--- config.mk ---
export PLATFORM = sky130hd
export DESIGN_NAME = uaf_top
export DESIGN_NICKNAME = d
export VERILOG_FILES = /design/src/hdl/uaf_pkg.sv /design/src/hdl/uaf_top.sv
export SDC_FILE = /design/constraint.sdc
export NUM_CORES = 1
export LEC_CHECK = 0
export ABC_AREA = 1
export ABC_CLOCK_PERIOD_IN_PS = 3000
export BUFFER_PORTS_ARGS = -buffer_cell sky130_fd_sc_hd__buf_2
export CAP_MARGIN = 20
export CORE_ASPECT_RATIO = 1.4
export CORE_UTILIZATION = 62
export CTS_BUF_LIST = sky130_fd_sc_hd__clkbuf_4 sky130_fd_sc_hd__clkbuf_8 sky130_fd_sc_hd__clkbuf_16
export CTS_CLUSTER_DIAMETER = 120
export DETAILED_ROUTE_END_ITERATION = 7
export PLACE_DENSITY = 0.91
export SLEW_MARGIN = 20
export SYNTH_ARGS = -nofsm -noshare
export SYNTH_HDL_FRONTEND = slang
export SYNTH_SLANG_ARGS = --single-unit
--- constraint.sdc ---
create_clock -name clk -period 3 [get_ports clk]
set_input_delay 0.45 -clock clk [delete_from_list [all_inputs] [get_ports clk]]
set_output_delay 0.45 -clock clk [all_outputs]
set_load 0.01 [all_outputs]
--- src/hdl/uaf_pkg.sv ---
// Constants, register map and types for the address-filtering UART
package uaf_pkg;
  // ==========================================================
  // Register offsets
  localparam logic [3:0] UAF_ADDR_DATA = 4'h0;
  localparam logic [3:0] UAF_ADDR_CTL0 = 4'h1;
  localparam logic [3:0] UAF_ADDR_CTL1 = 4'h2;
  localparam logic [3:0] UAF_ADDR_STAT = 4'h3;
  localparam logic [3:0] UAF_ADDR_IMSK = 4'h4;
  localparam logic [3:0] UAF_ADDR_STN = 4'h5;
  localparam logic [3:0] UAF_ADDR_BDHI = 4'h6;
  localparam logic [3:0] UAF_ADDR_BDLO = 4'h7;
  localparam logic [3:0] UAF_ADDR_RXST = 4'h8;
  // ==========================================================
  // Control 0 fields
  localparam int UAF_C0_TXEN = 7;
  localparam int UAF_C0_RXEN = 6;
  localparam int UAF_C0_PAREN = 4;
  localparam int UAF_C0_PODD = 3;
  localparam int UAF_C0_STOP2 = 1;
  // Control 1 fields
  localparam int UAF_C1_MULTIDROP_ENABLE = 7;
  localparam int UAF_C1_MULTIDROP_SCHEME_SELECT_HI = 6;
  localparam int UAF_C1_MULTIDROP_SCHEME_SELECT_LO = 5;
  localparam int UAF_C1_MPBT = 4;
  localparam int UAF_C1_TIMER = 3;
  localparam int UAF_C1_DEPOL = 2;
  // Interrupt status bits
  localparam int UAF_IS_RXDONE = 0;
  localparam int UAF_IS_TXDONE = 1;
  localparam int UAF_IS_PERR = 2;
  localparam int UAF_IS_FERR = 3;
  localparam int UAF_IS_OVR = 4;
  localparam int UAF_IS_BRK = 5;
  localparam int UAF_IS_TMR = 6;
  // Receive status bits
  localparam int UAF_RS_ADDR = 0;
  localparam int UAF_RS_FIRST = 1;
  localparam int UAF_RS_FULL = 2;
  localparam int UAF_RS_TXBUSY = 3;
  // ==========================================================
  // Reset values
  localparam logic [7:0] UAF_RST_CTL0 = 8'h00;
  localparam logic [7:0] UAF_RST_CTL1 = 8'h00;
  localparam logic [7:0] UAF_RST_IMSK = 8'h00;
  localparam logic [7:0] UAF_RST_STN = 8'h00;
  localparam logic [15:0] UAF_RST_BAUD = 16'h0001;
  // Oversampling: sixteen ticks per bit, mid-bit at tick seven
  localparam logic [3:0] UAF_MID_TICK = 4'h7;
  localparam logic [3:0] UAF_LAST_TICK = 4'hF;
  localparam logic [3:0] UAF_BITS_DATA = 4'h8;
  // Multi-drop scheme codes
  localparam logic [1:0] UAF_MP_ADDR_IRQ = 2'h1;
  localparam logic [1:0] UAF_MP_CMP_ALL = 2'h2;
  localparam logic [1:0] UAF_MP_CMP_DATA = 2'h3;

  typedef enum logic [5:0] {
    UAF_S_IDLE = 6'b000001,
    UAF_S_START = 6'b000010,
    UAF_S_DATA = 6'b000100,
    UAF_S_NINTH = 6'b001000,
    UAF_S_STOP = 6'b010000,
    UAF_S_STOP2 = 6'b100000
  } uaf_state_t;
endpackage : uaf_pkg

--- src/hdl/uaf_top.sv ---
// Address-filtering UART: baud divider, transmitter, receiver, register port
`timescale 1ns/1ns
module uaf_top (
  input wire logic clk,
  input wire logic rst_n,
  input wire logic [3:0] reg_addr,
  input wire logic [7:0] reg_wdata,
  input wire logic reg_wr,
  input wire logic reg_rd,
  output logic [7:0] reg_rdata,
  output logic irq,
  input wire logic rxd,
  output logic txd,
  output logic drv_en
);
  import uaf_pkg::*;

  // ==========================================================
  // Registers
  logic [7:0] ctl0_r, ctl1_r, imsk_r, stn_r, stat_r, rxdata_r;
  logic [15:0] baud_divider;
  logic rx_full_r, rx_addr_r, rx_first_r;
  logic [7:0] stat_set;
  logic rd_stat, rd_data, wr_data;
  logic tx_en, rx_en, par_en, par_odd, stop2, multidrop_enable, timer_mode;
  logic [1:0] multidrop_scheme_select;
  // Transmitter activity, declared early for the status read-back
  logic tx_busy, tx_go;

  // Field decode of the control registers
  assign tx_en = ctl0_r[UAF_C0_TXEN];
  assign rx_en = ctl0_r[UAF_C0_RXEN];
  assign par_en = ctl0_r[UAF_C0_PAREN];
  assign par_odd = ctl0_r[UAF_C0_PODD];
  assign stop2 = ctl0_r[UAF_C0_STOP2];
  assign multidrop_enable = ctl1_r[UAF_C1_MULTIDROP_ENABLE];
  assign multidrop_scheme_select = ctl1_r[UAF_C1_MULTIDROP_SCHEME_SELECT_HI:UAF_C1_MULTIDROP_SCHEME_SELECT_LO];
  assign timer_mode = ctl1_r[UAF_C1_TIMER];

  // Strobes for the registers with side effects
  assign rd_stat = reg_rd && (reg_addr == UAF_ADDR_STAT);
  assign rd_data = reg_rd && (reg_addr == UAF_ADDR_DATA);
  assign wr_data = reg_wr && (reg_addr == UAF_ADDR_DATA);

  // Control register writes
  // Writes to data, status and receive status fall through here; data is taken below
  always_ff @(posedge clk) begin
    if (!rst_n) begin
      ctl0_r <= UAF_RST_CTL0;
      ctl1_r <= UAF_RST_CTL1;
      imsk_r <= UAF_RST_IMSK;
      stn_r <= UAF_RST_STN;
      baud_divider <= UAF_RST_BAUD;
    end else if (reg_wr) begin
      unique case (reg_addr)
        UAF_ADDR_CTL0: ctl0_r <= reg_wdata;
        UAF_ADDR_CTL1: ctl1_r <= reg_wdata;
        UAF_ADDR_IMSK: imsk_r <= reg_wdata;
        UAF_ADDR_STN: stn_r <= reg_wdata;
        UAF_ADDR_BDHI: baud_divider[15:8] <= reg_wdata;
        UAF_ADDR_BDLO: baud_divider[7:0] <= reg_wdata;
        default: ;
      endcase
    end
  end

  // Read data, valid in the cycle after the strobe
  // The port rests at zero whenever no read was asked for
  always_ff @(posedge clk) begin
    if (!rst_n) begin
      reg_rdata <= 8'h00;
    end else if (reg_rd) begin
      unique case (reg_addr)
        UAF_ADDR_DATA: reg_rdata <= rxdata_r;
        UAF_ADDR_CTL0: reg_rdata <= ctl0_r;
        UAF_ADDR_CTL1: reg_rdata <= ctl1_r;
        UAF_ADDR_STAT: reg_rdata <= stat_r;
        UAF_ADDR_IMSK: reg_rdata <= imsk_r;
        UAF_ADDR_STN: reg_rdata <= stn_r;
        UAF_ADDR_BDHI: reg_rdata <= baud_divider[15:8];
        UAF_ADDR_BDLO: reg_rdata <= baud_divider[7:0];
        UAF_ADDR_RXST: reg_rdata <= {4'h0, tx_busy, rx_full_r, rx_first_r, rx_addr_r};
        default: reg_rdata <= 8'h00;
      endcase
    end else begin
      reg_rdata <= 8'h00;
    end
  end

  // ==========================================================
  // Baud divider: sixteen ticks per bit, or a plain timer
  // A divider of one ticks every cycle; zero wraps to the longest period
  logic [15:0] bcnt_r;
  logic tick_r;
  always_ff @(posedge clk) begin
    if (!rst_n) begin
      bcnt_r <= 16'h0000;
      tick_r <= 1'b0;
    end else if (bcnt_r >= baud_divider - 16'h0001) begin
      bcnt_r <= 16'h0000;
      tick_r <= 1'b1;
    end else begin
      bcnt_r <= bcnt_r + 16'h0001;
      tick_r <= 1'b0;
    end
  end
  logic bit_tick, tmr_evt;
  // In timer mode the ticks stop the serial side and set the timer flag
  assign bit_tick = tick_r && !timer_mode;
  assign tmr_evt = tick_r && timer_mode;

  // ==========================================================
  // Transmitter
  uaf_state_t tx_st_r;
  logic [3:0] tx_tk_r, tx_bit_r;
  logic [7:0] tx_sh_r, tx_hold_r;
  logic tx_hold_v_r, tx_par_r, tx_nin_r, tx_done;
  // Busy from the start bit to the end of the last stop bit
  assign tx_busy = (tx_st_r != UAF_S_IDLE);
  // High on the tick at which an idle transmitter takes the holding register
  assign tx_go = bit_tick && (tx_st_r == UAF_S_IDLE) && tx_en && tx_hold_v_r;

  // Holding register filled by software
  always_ff @(posedge clk) begin
    if (!rst_n) begin
      tx_hold_r <= 8'h00;
      tx_hold_v_r <= 1'b0;
    end else if (wr_data) begin
      tx_hold_r <= reg_wdata;
      tx_hold_v_r <= 1'b1;
    end else if (tx_go) begin
      // Cleared only when the character is really taken
      tx_hold_v_r <= 1'b0;
    end
  end

  // Frame sequencer: start, 8 data, parity or ninth bit, stop(s)
  always_ff @(posedge clk) begin
    if (!rst_n) begin
      tx_st_r <= UAF_S_IDLE;
      tx_tk_r <= 4'h0;
      tx_bit_r <= 4'h0;
      tx_sh_r <= 8'h00;
      tx_par_r <= 1'b0;
      tx_nin_r <= 1'b0;
      txd <= 1'b1;
    end else if (bit_tick) begin
      tx_tk_r <= tx_tk_r + 4'h1;
      unique case (tx_st_r)
        UAF_S_IDLE: begin
          tx_tk_r <= 4'h0;
          if (tx_en && tx_hold_v_r) begin
            tx_st_r <= UAF_S_START;
            tx_sh_r <= tx_hold_r;
            // Parity seed: 0 gives even, 1 gives odd after all data bits fold in
            tx_par_r <= par_odd;
            tx_nin_r <= ctl1_r[UAF_C1_MPBT];
            txd <= 1'b0;
          end
        end
        UAF_S_START: if (tx_tk_r == UAF_LAST_TICK) begin
          tx_st_r <= UAF_S_DATA;
          tx_bit_r <= 4'h0;
          txd <= tx_sh_r[0];
        end
        UAF_S_DATA: if (tx_tk_r == UAF_LAST_TICK) begin
          tx_par_r <= tx_par_r ^ tx_sh_r[0];
          tx_sh_r <= {1'b0, tx_sh_r[7:1]};
          tx_bit_r <= tx_bit_r + 4'h1;
          if (tx_bit_r == UAF_BITS_DATA - 4'h1) begin
            // Ninth slot: address mark in multi-drop mode, else parity if enabled
            if (multidrop_enable) begin
              tx_st_r <= UAF_S_NINTH;
              txd <= tx_nin_r;
            end else if (par_en) begin
              tx_st_r <= UAF_S_NINTH;
              txd <= tx_par_r ^ tx_sh_r[0];
            end else begin
              tx_st_r <= UAF_S_STOP;
              txd <= 1'b1;
            end
          end else begin
            txd <= tx_sh_r[1];
          end
        end
        UAF_S_NINTH: if (tx_tk_r == UAF_LAST_TICK) begin
          tx_st_r <= UAF_S_STOP;
          txd <= 1'b1;
        end
        UAF_S_STOP: if (tx_tk_r == UAF_LAST_TICK) begin
          tx_st_r <= stop2 ? UAF_S_STOP2 : UAF_S_IDLE;
        end
        UAF_S_STOP2: if (tx_tk_r == UAF_LAST_TICK) begin
          tx_st_r <= UAF_S_IDLE;
        end
      endcase
    end
  end
  // Transmit-done event on the last tick of the final stop bit
  assign tx_done = bit_tick && tx_tk_r == UAF_LAST_TICK &&
    ((tx_st_r == UAF_S_STOP && !stop2) || tx_st_r == UAF_S_STOP2);

  // Driver enable follows the transmitter, polarity selectable
  // Raised together with the start bit so the transceiver never misses it,
  // dropped one cycle after the final stop bit ends
  always_ff @(posedge clk) begin
    if (!rst_n) begin
      drv_en <= 1'b0;
    end else begin
      drv_en <= (tx_busy || tx_go) ^ ctl1_r[UAF_C1_DEPOL];
    end
  end

  // ==========================================================
  // Receiver: three-stage synchroniser, stable when stages 2 and 3 agree
  logic rx_s1_r, rx_s2_r, rx_s3_r, rx_in_r;
  always_ff @(posedge clk) begin
    if (!rst_n) begin
      rx_s1_r <= 1'b1;
      rx_s2_r <= 1'b1;
      rx_s3_r <= 1'b1;
      rx_in_r <= 1'b1;
    end else begin
      rx_s1_r <= rxd;
      rx_s2_r <= rx_s1_r;
      rx_s3_r <= rx_s2_r;
      // Stage one feeds only stage two; a level counts once two and three agree
      if (rx_s2_r == rx_s3_r) rx_in_r <= rx_s3_r;
    end
  end

  // Receive sequencer state, shift register and running checks
  uaf_state_t rx_st_r;
  logic [3:0] rx_tk_r, rx_bit_r;
  logic [7:0] rx_sh_r;
  logic rx_par_r, rx_nin_r, rx_zero_r, rx_end;
  // Mid-bit sampling of start, data, ninth and stop bits
  // Clearing the receive enable drops any character in progress
  always_ff @(posedge clk) begin
    if (!rst_n || !rx_en) begin
      rx_st_r <= UAF_S_IDLE;
      rx_tk_r <= 4'h0;
      rx_bit_r <= 4'h0;
      rx_sh_r <= 8'h00;
      rx_par_r <= 1'b0;
      rx_nin_r <= 1'b0;
      rx_zero_r <= 1'b0;
    end else if (bit_tick) begin
      rx_tk_r <= rx_tk_r + 4'h1;
      unique case (rx_st_r)
        UAF_S_IDLE: begin
          rx_tk_r <= 4'h0;
          if (!rx_in_r) rx_st_r <= UAF_S_START;
        end
        UAF_S_START: if (rx_tk_r == UAF_MID_TICK) begin
          if (rx_in_r) begin
            rx_st_r <= UAF_S_IDLE; // glitch, not a start bit
          end else begin
            rx_st_r <= UAF_S_DATA;
            // Restart the count so every later sample lands mid-bit
            rx_tk_r <= UAF_MID_TICK + 4'h1;
            rx_bit_r <= 4'h0;
            rx_par_r <= 1'b0;
            rx_zero_r <= 1'b1;
          end
        end
        UAF_S_DATA: if (rx_tk_r == UAF_MID_TICK) begin
          rx_sh_r <= {rx_in_r, rx_sh_r[7:1]};
          rx_par_r <= rx_par_r ^ rx_in_r;
          rx_zero_r <= rx_zero_r & !rx_in_r;
          rx_bit_r <= rx_bit_r + 4'h1;
          if (rx_bit_r == UAF_BITS_DATA - 4'h1)
            rx_st_r <= (multidrop_enable || par_en) ? UAF_S_NINTH : UAF_S_STOP;
        end
        UAF_S_NINTH: if (rx_tk_r == UAF_MID_TICK) begin
          rx_nin_r <= rx_in_r;
          rx_par_r <= rx_par_r ^ rx_in_r;
          rx_zero_r <= rx_zero_r & !rx_in_r;
          rx_st_r <= UAF_S_STOP;
        end
        UAF_S_STOP: if (rx_tk_r == UAF_MID_TICK) begin
          rx_st_r <= UAF_S_IDLE;
        end
        default: rx_st_r <= UAF_S_IDLE;
      endcase
    end
  end
  // Character complete at the middle of the stop bit
  assign rx_end = rx_en && bit_tick && rx_st_r == UAF_S_STOP && rx_tk_r == UAF_MID_TICK;

  // Character qualification and multi-drop filtering
  logic is_addr, match, keep, want_irq, perr, ferr, brk;
  logic matched_r, first_pend_r;
  assign is_addr = multidrop_enable && rx_nin_r;
  assign match = (rx_sh_r == stn_r);

  // Error conditions judged on the stop-bit sample; parity is off in multi-drop mode
  assign perr = par_en && !multidrop_enable && (rx_par_r != par_odd);
  assign ferr = !rx_in_r;
  assign brk = rx_zero_r && !rx_in_r;

  always_comb begin
    keep = 1'b1;
    want_irq = 1'b1;
    // Schemes 1x: unmatched frames are not stored and flag only framing error or break
    if (multidrop_enable && multidrop_scheme_select[1]) begin
      keep = is_addr ? match : matched_r;
      want_irq = keep && !(is_addr && multidrop_scheme_select == UAF_MP_CMP_DATA);
    end else if (multidrop_enable && multidrop_scheme_select == UAF_MP_ADDR_IRQ) begin
      // Scheme 01 stores every character but only addresses set the receive-done flag
      want_irq = is_addr;
    end
  end

  // Frame match tracking and first-data flag
  // Every address character reloads the match state, whatever the scheme
  always_ff @(posedge clk) begin
    if (!rst_n) begin
      matched_r <= 1'b0;
      first_pend_r <= 1'b0;
    end else if (rx_end && is_addr) begin
      matched_r <= match;
      first_pend_r <= match;
    end else if (rx_end && keep) begin
      first_pend_r <= 1'b0;
    end
  end

  // Receive data buffer and character flags
  // A character arriving with a data read keeps the buffer full
  always_ff @(posedge clk) begin
    if (!rst_n) begin
      rxdata_r <= 8'h00;
      rx_full_r <= 1'b0;
      rx_addr_r <= 1'b0;
      rx_first_r <= 1'b0;
    end else if (rx_end && keep) begin
      rxdata_r <= rx_sh_r;
      rx_full_r <= 1'b1;
      rx_addr_r <= is_addr;
      rx_first_r <= !is_addr && first_pend_r && multidrop_scheme_select[1];
    end else if (rd_data) begin
      rx_full_r <= 1'b0;
    end
  end

  // ==========================================================
  // Sticky interrupt status, cleared by reading it; set wins
  always_comb begin
    stat_set = 8'h00;
    stat_set[UAF_IS_RXDONE] = rx_end && want_irq;
    stat_set[UAF_IS_TXDONE] = tx_done;
    stat_set[UAF_IS_PERR] = rx_end && keep && perr;
    stat_set[UAF_IS_FERR] = rx_end && ferr;
    stat_set[UAF_IS_OVR] = rx_end && keep && rx_full_r && !rd_data;
    stat_set[UAF_IS_BRK] = rx_end && brk;
    stat_set[UAF_IS_TMR] = tmr_evt;
  end
  // Read clears the old bits; events of the same cycle still land
  always_ff @(posedge clk) begin
    if (!rst_n) begin
      stat_r <= 8'h00;
    end else begin
      stat_r <= (rd_stat ? 8'h00 : stat_r) | stat_set;
    end
  end
  // Level interrupt from any unmasked status bit, one cycle behind status
  always_ff @(posedge clk) begin
    if (!rst_n) begin
      irq <= 1'b0;
    end else begin
      irq <= |(stat_r & imsk_r);
    end
  end
endmodule : uaf_top

[After elaboration in Yosys (flattened, before gate mapping)]
Index checks and enable logic that the tools add are counted.
Word-level totals
  bits in registers: 159
  input bits: 17
  logic and storage cells: 237
Operators by class
  add/sub/neg operators: 6
  $lt $le $gt $ge: 1
  equal/unequal tests: 44
  multiplexer cells: 66
  bitwise logic cells: 7
  reduce and logical (&&, ||, !) cells: 75
Operators by type and width (number)
  6-bit 2-to-1 mux: 14
  8-bit one-hot mux with 9 select lines: 1
  6-bit one-hot mux with 6 select lines: 1
  1-bit logical AND: 33
  4-bit 2-to-1 mux: 8
  6-bit one-hot mux with 5 select lines: 1
  4-bit by 3-bit == test with 1-bit output (second input constant): 7
  1-bit 2-to-1 mux: 26
  2-bit != test (second input constant): 13
  8-bit 2-to-1 mux: 3
  4-bit one-hot mux with 2 select lines: 3
  16-bit by 1-bit adder with 16-bit output (second input constant): 1
  4-bit by 1-bit adder with 4-bit output (second input constant): 4
  16-bit >= comparator: 1
  8-bit one-hot mux with 2 select lines: 1
  16-bit by 1-bit subtractor with 16-bit output (second input constant): 1
  5-bit 2-to-1 mux: 3
  2-bit AND reduction: 7
  2-bit nonzero test: 7
  6-bit by 1-bit == test with 1-bit output (second input constant): 2
  6-bit by 2-bit == test with 1-bit output (second input constant): 2
  6-bit by 3-bit == test with 1-bit output (second input constant): 2
  6-bit by 4-bit == test with 1-bit output (second input constant): 2
  6-bit by 5-bit == test with 1-bit output (second input constant): 2
  other kinds (31): 54

[Depth between registers and ports, before layout]
Gate-level depths: netlist (run 1).
  depth in word-level cells: 9
  gate-level depth with buffers: 16
  gate-level depth less buffers: 16

[Worst setup path after synthesis (run 1)]
No wires, ideal clock.
  kind: register -> register
  start: reg baud_divider[0]
  end: reg bcnt_r[0]
  library setup time: 0.116 ns
  data arrival time: 2.504 ns
  setup slack: 0.380 ns
  stages on the path, launching flop included: 15
  buffers on the path: 1
  clock period less this slack: 2.620 ns
  path through: dfxtp_1 > inv_1 > ha_1 > nand2_1 > nor3_1 > nand4_1 > xor2_1 > inv_1 > ha_1 > nand2_1 > nor4_1 > nand2_1 > nand4_1 > buf_2 > nor2_1
Between the ends
  cells in the longest elaborated chain, start to end: 3
RTL lines
  from (decl): line uaf_top.sv:21  | logic [15:0] baud_divider;
  from (signal assigned): line uaf_top.sv:61  | UAF_ADDR_BDLO: baud_divider[7:0] <= reg_wdata;
  16-bit by 1-bit subtractor with 16-bit output: line uaf_top.sv:99  | end else if (bcnt_r >= baud_divider - 16'h0001) begin
  16-bit >= comparator: line uaf_top.sv:99
  2-bit OR reduction (no source line)
  to (signal assigned): line uaf_top.sv:103  | bcnt_r <= bcnt_r + 16'h0001;
  to (decl): line uaf_top.sv:93  | logic [15:0] bcnt_r;
Every way passes these cells.
A chain may end at the register's enable or synchronous reset.

[Worst setup path in the final report (run 1)]
  start: reg baud_divider[2]
  end: reg bcnt_r[3]
The elaborated chain is that of the path after synthesis.

==> results.json, run 1 <==
{
  "cts_hold_buf": 0,
  "rr_endpoint": "bcnt_r[3]",
  "outcome": "completed",
  "vdd_drop_max_mv": 0.318,
  "crit_path_frequent_cell": "nand2_1",
  "dpl-instance-area_sq_mm": 0.00802,
  "final_cell_mix": "nand2_1 (230), dfxtp_1 (157), a21oi_1 (123), inv_1 (122), nor2_1 (109)",
  "async_reset_ff_frac": 0,
  "period_share": 0.924,
  "dp_slack_ps": 77.8,
  "grt_remaining_overflow": 0,
  "portBuffers": 27,
  "placeableCoreArea_sq_mm": 0.0123,
  "ant_nets": 0,
  "grt_pass1_wl_microns": 32000,
  "worst_r2r_path_depth": 15,
  "power_mw": 5.21,
  "power.leakage_nw": 3.48,
  "crit_arrival_ps": 3100,
  "hold_viol_final": 0,
  "p_seq_frac": 0.444,
  "slowest_delay_ps": 360,
  "endpoint_kind": "flip-flop",
  "finalCriticalPeriod_ps": 2770,
  "syn_inst": 1108,
  "grt_use_total": 0.307,
  "num-nets-final": 1166,
  "via_per_inst": 5.73,
  "numCtsBuffers": 17,
  "r2r_start": "baud_divider[2]",
  "tightest_slew_ps": 644,
  "synth-edff-count": 0,
  "cap_violations": 0,
  "clock_sinks": 157,
  "worstPathRequired_ps": 3320,
  "ys_seq_area_frac": 0.402,
  "critical_path.endpoint": "bcnt_r[3]",
  "setup.worst_path.start": "baud_divider[2]",
  "tns_ps": 0,
  "synth.avg_cell_area_sq_um": 7.05,
  "clock_path_buffers": 2,
  "ioPinCount": 28,
  "layout_commonest_cell": "nand2_1",
  "clock_skew_ps": 7.26,
  "die_h_microns": 135,
  "place.gp.congestion": 1.00,
  "cp_max_fo": 16,
  "critical_path.startpoint_type": "flip-flop",
  "path_class": "reg -> reg",
  "crit_path_top_delay_cell": "dfxtp_1",
  "layout-drive-gt1-share": 0.0974,
  "postLayoutCoreUtil": 0.699,
  "maxSlewHeadroom": 0.570,
  "antenna_cells": 0,
  "clkTransAtPathRegs_ps": 60,
  "finalSetupViolCount": 0,
  "num_vias": 7395,
  "power.switching_mw": 1.58,
  "cellInternalPower_mw": 3.63,
  "antenna_found_initial": 0,
  "cp_cell_sequence": "nor2_1 -> nand2_1 -> nor2_1 -> nand3_1 -> nor3_4 -> nand3_1 -> nand2_1 -> inv_1 -> ha_1 -> nand2_1 -> nor4_2 -> nand2_1 -> nand4_1 -> buf_4 -> nor2_1",
  "clk_latency_ps": 430,
  "netlist_area_sq_mm": 0.00782,
  "rows": 48,
  "wl_per_cell_microns": 15.3,
  "synth-seq-cells": 157,
  "hold_path_class": "in -> reg",
  "p_comb_frac": 0.164,
  "drc": 0,
  "synth_ff_type": "dfxtp_1",
  "reg2reg_slack_ps": 230,
  "grt_pass1_vias": 6844,
  "synthesis.nets": 1147,
  "yosysUniqueCellTypes": 44,
  "final_area_sq_mm": 0.00861,
  "grt_max_degree": 44,
  "die_x_microns": 96.9,
  "maxSlewViolCount": 0,
  "cts_tree": "yes",
  "cts_root_buf": "clkbuf_16",
  "dieArea_sq_mm": 0.0131,
  "areaGrowthSynthToFinish_pct": 10.1,
  "htreeDepth": 4,
  "yosys_warnings": 0,
  "wl_microns": 19700,
  "drt_pass1_iterations": 6,
  "timing.final.ws_setup_ps": 227,
  "initial_core_util": 0.635,
  "swShare": 0.303,
  "dp_hpwl_microns": 14100,
  "fmax_mhz": 361,
  "clkPwrFrac": 0.392,
  "drtIter0Drc": 488,
  "power_density_mw_per_mm2": 605
}
[stage by stage]
step	hold WS, ps	instances
after floorplan	393	1108
after global placement	402	1258
after detailed placement	413	1258
after CTS	209	1290
after global routing	207	1290
final	204	1290
[power groups by stage]
| stage | logic, mW | clock network [mW] | registers, mW |
|---|---|---|---|
| global placement | 0.817 | 0 | 2.35 |
| detailed placement | 0.830 | 0 | 2.36 |
| global route | 0.956 | 2.13 | 2.33 |
| finish | 0.854 | 2.04 | 2.31 |
| floorplan | 0.642 | 0 | 2.34 |
| CTS | 0.838 | 2.05 | 2.31 |
[cell type report]
type / count / area [sq um]
clock buffer: 21 / 480
clock inverter: 11 / 83.8
fill: 964 / 3700
inverter: 140 / 526
multi-input combinational: 779 / 4020
sequential: 157 / 3140
tap: 150 / 188
timing repair buffer: 32 / 173
[state kept, by name, summed over array words and instances (netlist names), 4 cells and up]
signal and flops:
tx_sh_r 8, imsk_r 8, rx_tk_r 4, tx_tk_r 4
ctl0_r 8, baud_divider 16, rx_bit_r 4, stat_r 7
bcnt_r 16, rx_sh_r 8, ctl1_r 8, rx_st_r 5
tx_st_r 6, reg_rdata 8, tx_bit_r 4, tx_hold_r 8
rxdata_r 8, stn_r 8
[critical path: cells and delay by family, from the launching register on]
| family | cells | cell delay (ps) |
|---|---|---|
| buffers and inverters | 2 | 270 |
| AND/OR/NAND/NOR | 12 | 1760 |
| adder cells (fa/ha/maj) | 1 | 280 |
| flip-flops | 1 | 360 |
[metal layers]
layer / global-route usage / part of all wire / vias up
li1: - / - / 3688
met1: 0.337 / 0.38 / 3309
met2: 0.533 / 0.49 / 305
met3: 0.0559 / 0.065 / 93
met4: 0.219 / 0.066 / 0
met5: 0 / 0 / -
[how the worst min path moves through the flow]
stage / start / to / depth (start not counted)
after CTS: rxd / rx_s1_r / 2
after global routing: rxd / rx_s1_r / 2
after floorplan: rx_s1_r / rx_s2_r / 1
after detailed placement: rx_s1_r / rx_s2_r / 1
after global placement: rx_s1_r / rx_s2_r / 1
final: rxd / rx_s1_r / 2
[synth_stat cells, types with 8 or more instances]
cell / n / share of area
nand2_1: 230 / 0.11
dfxtp_1: 157 / 0.40
a21oi_1: 123 / 0.079
inv_1: 122 / 0.059
nor2_1: 109 / 0.052
nand3_1: 77 / 0.049
o21ai_0: 69 / 0.044
xor2_1: 30 / 0.034
ha_1: 22 / 0.035
clkbuf_1: 20 / 0.0096
o21ai_1: 20 / 0.013
inv_2: 17 / 0.0082
nand4_1: 15 / 0.012
nor3_1: 15 / 0.0096
o22ai_1: 13 / 0.010
buf_2: 8 / 0.0051
[timing repair]
item                                    CTS  global route
setup buffers                             0             0
endpoints found under the setup margin    0            17
resized for setup                         0             4
[kinds of logic (layout without fill, tap and decap cells)]
| kind of cell | count (synthesis) | in the layout | synth area share |
|---|---|---|---|
| xor+xnor | 35 | 35 | 0.0392 |
| buf+inv | 172 | 204 | 0.0872 |
| flops | 157 | 157 | 0.402 |
| simple gates | 480 | 480 | 0.272 |
| compound gates | 242 | 242 | 0.164 |
| fa+ha+maj | 22 | 22 | 0.0352 |
(Power assumes the default switching activity.)
==> run 2, diff against run 1 <==
--- a/config.mk
+++ b/config.mk
@@ -15,6 +15,7 @@
 export CTS_CLUSTER_DIAMETER = 120
 export DETAILED_ROUTE_END_ITERATION = 7
 export PLACE_DENSITY = 0.91
+export RECOVER_POWER = 25
 export SLEW_MARGIN = 20
 export SYNTH_ARGS = -nofsm -noshare
 export SYNTH_HDL_FRONTEND = slang
==> run 2 against run 1 <==
  * Non-clock buffer count unchanged
  * Fmax decreased by 0.23%
  * Die area did not move
  * Sequential power about the same
  * Sequential cell count unchanged
  * Routed wire length increased by 0.51%
  * Design area is 0.41% lower
  * Clock power is essentially flat
  * Worst setup slack worse by 6.5 ps
  * Combinational power is 0.7% lower
  * Largest cell class unchanged
==> results.json, run 2 (same netlist as run 1, synthesis figures left out) <==
{
  "initial_core_util": 0.635,
  "cp_max_fo": 16,
  "clkTransAtPathRegs_ps": 70,
  "drtIter0Drc": 471,
  "tightest_slew_ps": 1130,
  "layout-drive-gt1-share": 0.0789,
  "worstPathRequired_ps": 3330,
  "dieArea_sq_mm": 0.0131,
  "timing.final.ws_setup_ps": 220,
  "die_h_microns": 135,
  "grt_max_degree": 44,
  "postLayoutCoreUtil": 0.696,
  "htreeDepth": 4,
  "layout_commonest_cell": "nand2_1",
  "rows": 48,
  "maxSlewHeadroom": 0.248,
  "period_share": 0.927,
  "p_seq_frac": 0.444,
  "finalCriticalPeriod_ps": 2780,
  "final_cell_mix": "nand2_1 (230), dfxtp_1 (157), inv_1 (125), a21oi_1 (123), nor2_1 (109)",
  "dpl-instance-area_sq_mm": 0.00802,
  "finalSetupViolCount": 0,
  "fmax_mhz": 360,
  "cellInternalPower_mw": 3.62,
  "drc": 0,
  "cts_tree": "yes",
  "hold_path_class": "in -> reg",
  "dp_slack_ps": 77.8,
  "wl_per_cell_microns": 15.4,
  "holdPathStages": 2,
  "num-nets-final": 1166,
  "clock_skew_ps": 8.12,
  "clock_path_buffers": 2,
  "ant_nets": 0,
  "areaGrowthSynthToFinish_pct": 9.68,
  "vdd_drop_max_mv": 0.317,
  "power.switching_mw": 1.58,
  "grt_pass1_vias": 6844,
  "clock_sinks": 157,
  "outcome": "completed",
  "power.leakage_nw": 3.39,
  "path_class": "reg -> reg",
  "drt_pass1_iterations": 7,
  "numCtsBuffers": 17,
  "place.gp.congestion": 1.00,
  "endpoint_kind": "flip-flop",
  "top_regs": "baud_divider (16), bcnt_r (16)",
  "via_per_inst": 5.75,
  "p_comb_frac": 0.163,
  "crit_arrival_ps": 3100,
  "final_area_sq_mm": 0.00857,
  "num_vias": 7418,
  "dp_hpwl_microns": 14100,
  "grt_pass1_wl_microns": 32000,
  "ioPinCount": 28,
  "placeableCoreArea_sq_mm": 0.0123,
  "maxSlewViolCount": 0,
  "antenna_cells": 0,
  "cap_violations": 0,
  "portBuffers": 27,
  "hold_ws_ps": 202,
  "clkPwrFrac": 0.393,
  "clk_latency_ps": 430,
  "grt_use_total": 0.307,
  "die_x_microns": 96.9,
  "grt_remaining_overflow": 0,
  "swShare": 0.304,
  "power_density_mw_per_mm2": 608,
  "worst_r2r_path_depth": 15,
  "cts_root_buf": "clkbuf_16",
  "critical_path.startpoint_type": "flip-flop",
  "wl_microns": 19800,
  "hold_viol_final": 0,
  "power_mw": 5.21,
  "antenna_found_initial": 0
}
==> run 2: cell types whose count changed in the layout (fill, tap and decap cells not counted) <==
cell | before | now
o21ai_1 | 20 | 19
nand3b_4 | 1 | 0
inv_2 | 17 | 13
o21ai_0 | 69 | 70
clkinv_1 | 1 | 2
clkbuf_1 | 0 | 16
buf_2 | 27 | 12
nand3b_1 | 2 | 3
inv_1 | 122 | 125
buf_4 | 5 | 4
==> run 2: power by group through the flow <==
stage                     clock network, mW  registers [mW]  logic [mW]
after floorplan                           0            2.34       0.642
after global placement                    0            2.35       0.817
after detailed placement                  0            2.36       0.830
after CTS                              2.05            2.31       0.838
after global routing                   2.13            2.33       0.949
final                                  2.05            2.31       0.848
==> run 2: worst paths after layout <==
kind,start,end,slack [ps]
min,rxd,rx_s1_r,200
max,baud_divider[2],bcnt_r[3],220
max reg2reg,baud_divider[2],bcnt_r[3],220
min reg2reg,rx_s1_r,rx_s2_r,430
==> run 2: cell type report <==
class | instances | area [sq um]
clock buffer | 21 | 480
multi-input combinational | 779 | 4000
tap | 150 | 188
inverter | 140 | 526
sequential | 157 | 3140
timing repair buffer | 32 | 150
fill | 974 | 3740
clock inverter | 11 | 83.8
==> run 2: critical path: stages, from the launching register on <==
cell	delay (ps)
dfxtp_1	360
nor2_1	110
nand2_1	110
nor2_1	200
nand3_1	200
nor3_4	240
nand3_1	100
nand2_1	80
inv_1	40
ha_1	280
nand2_1	100
nor4_2	320
nand2_1	120
nand4_1	110
buf_4	230
nor2_1	70
==> run 2: timing repair <==
item                       CTS  global route
setup endpoints to repair    0            17
setup buffers                0             0
hold buffers                 0             0
hold endpoints to repair     0             0
resized for setup            0             4
==> run 2: per-stage QoR <==
step	setup TNS, ps	cells
finish	0	1290
global route	-230	1290
CTS	0	1290
detailed placement	0	1258
global placement	0	1258
floorplan	0	1108
==> run 2: metal layers <==
metal | global-route usage | routed length (microns) | vias up
met5 | 0 | 0 | -
met3 | 0.0559 | 1210 | 98
met1 | 0.337 | 7630 | 3335
li1 | - | - | 3686
met2 | 0.533 | 9680 | 299
met4 | 0.219 | 1310 | 0
==> run 3, diff against run 2 <==
--- a/config.mk
+++ b/config.mk
@@ -10,11 +10,11 @@
 export BUFFER_PORTS_ARGS = -buffer_cell sky130_fd_sc_hd__buf_2
 export CAP_MARGIN = 20
 export CORE_ASPECT_RATIO = 1.4
-export CORE_UTILIZATION = 62
+export CORE_UTILIZATION = 40
 export CTS_BUF_LIST = sky130_fd_sc_hd__clkbuf_4 sky130_fd_sc_hd__clkbuf_8 sky130_fd_sc_hd__clkbuf_16
 export CTS_CLUSTER_DIAMETER = 120
 export DETAILED_ROUTE_END_ITERATION = 7
-export PLACE_DENSITY = 0.91
+export PLACE_DENSITY = 0.67
 export RECOVER_POWER = 25
 export SLEW_MARGIN = 20
 export SYNTH_ARGS = -nofsm -noshare
==> run 3 against run 2 <==
  * Global-route usage decreased by 9.4 points
  * Register-to-register slack improved by 60 ps
  * Sequential power barely moved
  * Largest cell class unchanged
  * Die area is 54% higher
  * Combinational power increased by 1%
  * Design area grew 2.3%
  * Sequential share of layout area down 0.84 points
  * Worst hold slack is essentially flat
  * Fmax up 2.3%
  * Critical path depth decreased by 1
  * Clock skew about the same
==> results.json, run 3 (same netlist as run 1, synthesis figures left out) <==
{
  "outcome": "completed",
  "drt_pass1_iterations": 5,
  "grt_pass1_wl_microns": 33500,
  "crit_path_frequent_cell": "nand2_1",
  "drc": 0,
  "tns_ps": 0,
  "maxSlewHeadroom": 0.127,
  "cts_root_buf": "clkbuf_16",
  "fmax_mhz": 368,
  "die_x_microns": 120,
  "numCtsBuffers": 17,
  "postLayoutCoreUtil": 0.457,
  "rows": 60,
  "antenna_found_initial": 0,
  "grt_max_degree": 47,
  "num_vias": 7206,
  "final_cell_mix": "nand2_1 (230), dfxtp_1 (157), inv_1 (124), a21oi_1 (123), nor2_1 (110)",
  "clock_skew_ps": 8.51,
  "ioPinCount": 28,
  "initial_core_util": 0.407,
  "crit_path_top_delay_cell": "dfxtp_1",
  "num-nets-final": 1168,
  "dieArea_sq_mm": 0.0201,
  "power.leakage_nw": 3.43,
  "cp_max_fo": 16,
  "hold_viol_final": 0,
  "portBuffers": 27,
  "endpoint_kind": "flip-flop",
  "crit_arrival_ps": 3040,
  "path_buf_inv": 1,
  "areaGrowthSynthToFinish_pct": 12.3,
  "drtIter0Drc": 412,
  "cts_hold_buf": 0,
  "dp_hpwl_microns": 15200,
  "rsz0062_at_grt": "no",
  "clock_sinks": 157,
  "ant_nets": 0,
  "grt_remaining_overflow": 0,
  "hold_path_class": "in -> reg",
  "critical_path.startpoint_type": "flip-flop",
  "clkTransAtPathRegs_ps": 60,
  "grt_use_total": 0.213,
  "power_density_mw_per_mm2": 626,
  "cap_violations": 0,
  "layout-drive-gt1-share": 0.0806,
  "path_class": "reg -> reg",
  "post_cts_buffers": 0,
  "tightest_slew_ps": 1310,
  "ctsResizeCount": 0,
  "maxSlewViolCount": 0,
  "clk_latency_ps": 430,
  "place.gp.congestion": 0.957,
  "placeableCoreArea_sq_mm": 0.0192,
  "finalSetupViolCount": 0,
  "layout_commonest_cell": "nand2_1",
  "worstPathRequired_ps": 3330,
  "antenna_cells": 0,
  "clock_path_buffers": 2,
  "period_share": 0.906,
  "top_regs": "baud_divider (16), bcnt_r (16)",
  "die_h_microns": 167,
  "path_delay_family": "simple AND/OR/NAND/NOR gates",
  "wl_per_cell_microns": 14.8,
  "grt_pass1_vias": 6855,
  "cp_cell_sequence": "nor2_1 -> nand2_1 -> nor2_1 -> nand3_1 -> nor3_4 -> nand2_1 -> xor2_1 -> ha_1 -> nand2_1 -> nor4_1 -> nand2_1 -> nand4_1 -> buf_12 -> nor2_1",
  "via_per_inst": 5.18,
  "htreeDepth": 4,
  "slowest_delay_ps": 360,
  "finalCriticalPeriod_ps": 2720,
  "vdd_drop_max_mv": 0.404,
  "cts_tree": "yes",
  "wl_microns": 20500
}
run 3: worst paths after layout:
| check | start | end | slack, ps | cells past startpoint |
|---|---|---|---|---|
| setup reg to reg | baud_divider[2] | bcnt_r[8] | 280 | 14 |
| hold / removal | rxd | rx_s1_r | 200 | 2 |
| hold reg to reg | rx_s1_r | rx_s2_r | 410 | 1 |
| setup / recovery | baud_divider[2] | bcnt_r[8] | 280 | 14 |
run 3: area by class of cell:
cell class,count,area (sq um)
well taps,248,310
inverters,140,526
clock inverters,13,190
repair buffers,34,176
clock buffers,19,447
flip-flops and latches,157,3140
multi-input cells,779,3980
fillers,2002,10400
run 3: stage by stage:
stage                     hold slack (ps)  setup WS [ps]  cell area (sq um)  power [mW]  instances
final                                 202            283               8770        5.50       1390
after global routing                  203           13.4               8770        5.76       1390
after CTS                             195            250               8810        5.54       1390
after detailed placement              398            263               8170        3.22       1358
after global placement                395            319               8170        3.20       1358
after floorplan                       393            380               7820        2.98       1108
run 3: worst reg2reg max path, cell delays in order, from the launching register on:
cell	delay, ps
dfxtp_1	360
nor2_1	100
nand2_1	100
nor2_1	200
nand3_1	180
nor3_4	230
nand2_1	110
xor2_1	160
ha_1	300
nand2_1	70
nor4_1	300
nand2_1	130
nand4_1	160
buf_12	160
nor2_1	50
run 3: per-layer routing:
layer,vias to the layer above,track usage,wire (microns)
li1,3677,-,-
met1,3272,0.227,8160
met2,191,0.377,10200
met3,66,0.0429,897
met4,0,0.138,1260
met5,-,0,0
run 3: power breakdown:
part	switching [mW]	internal [mW]
combinational	0.593	0.264
sequential	0.0937	2.22
clock	0.901	1.43
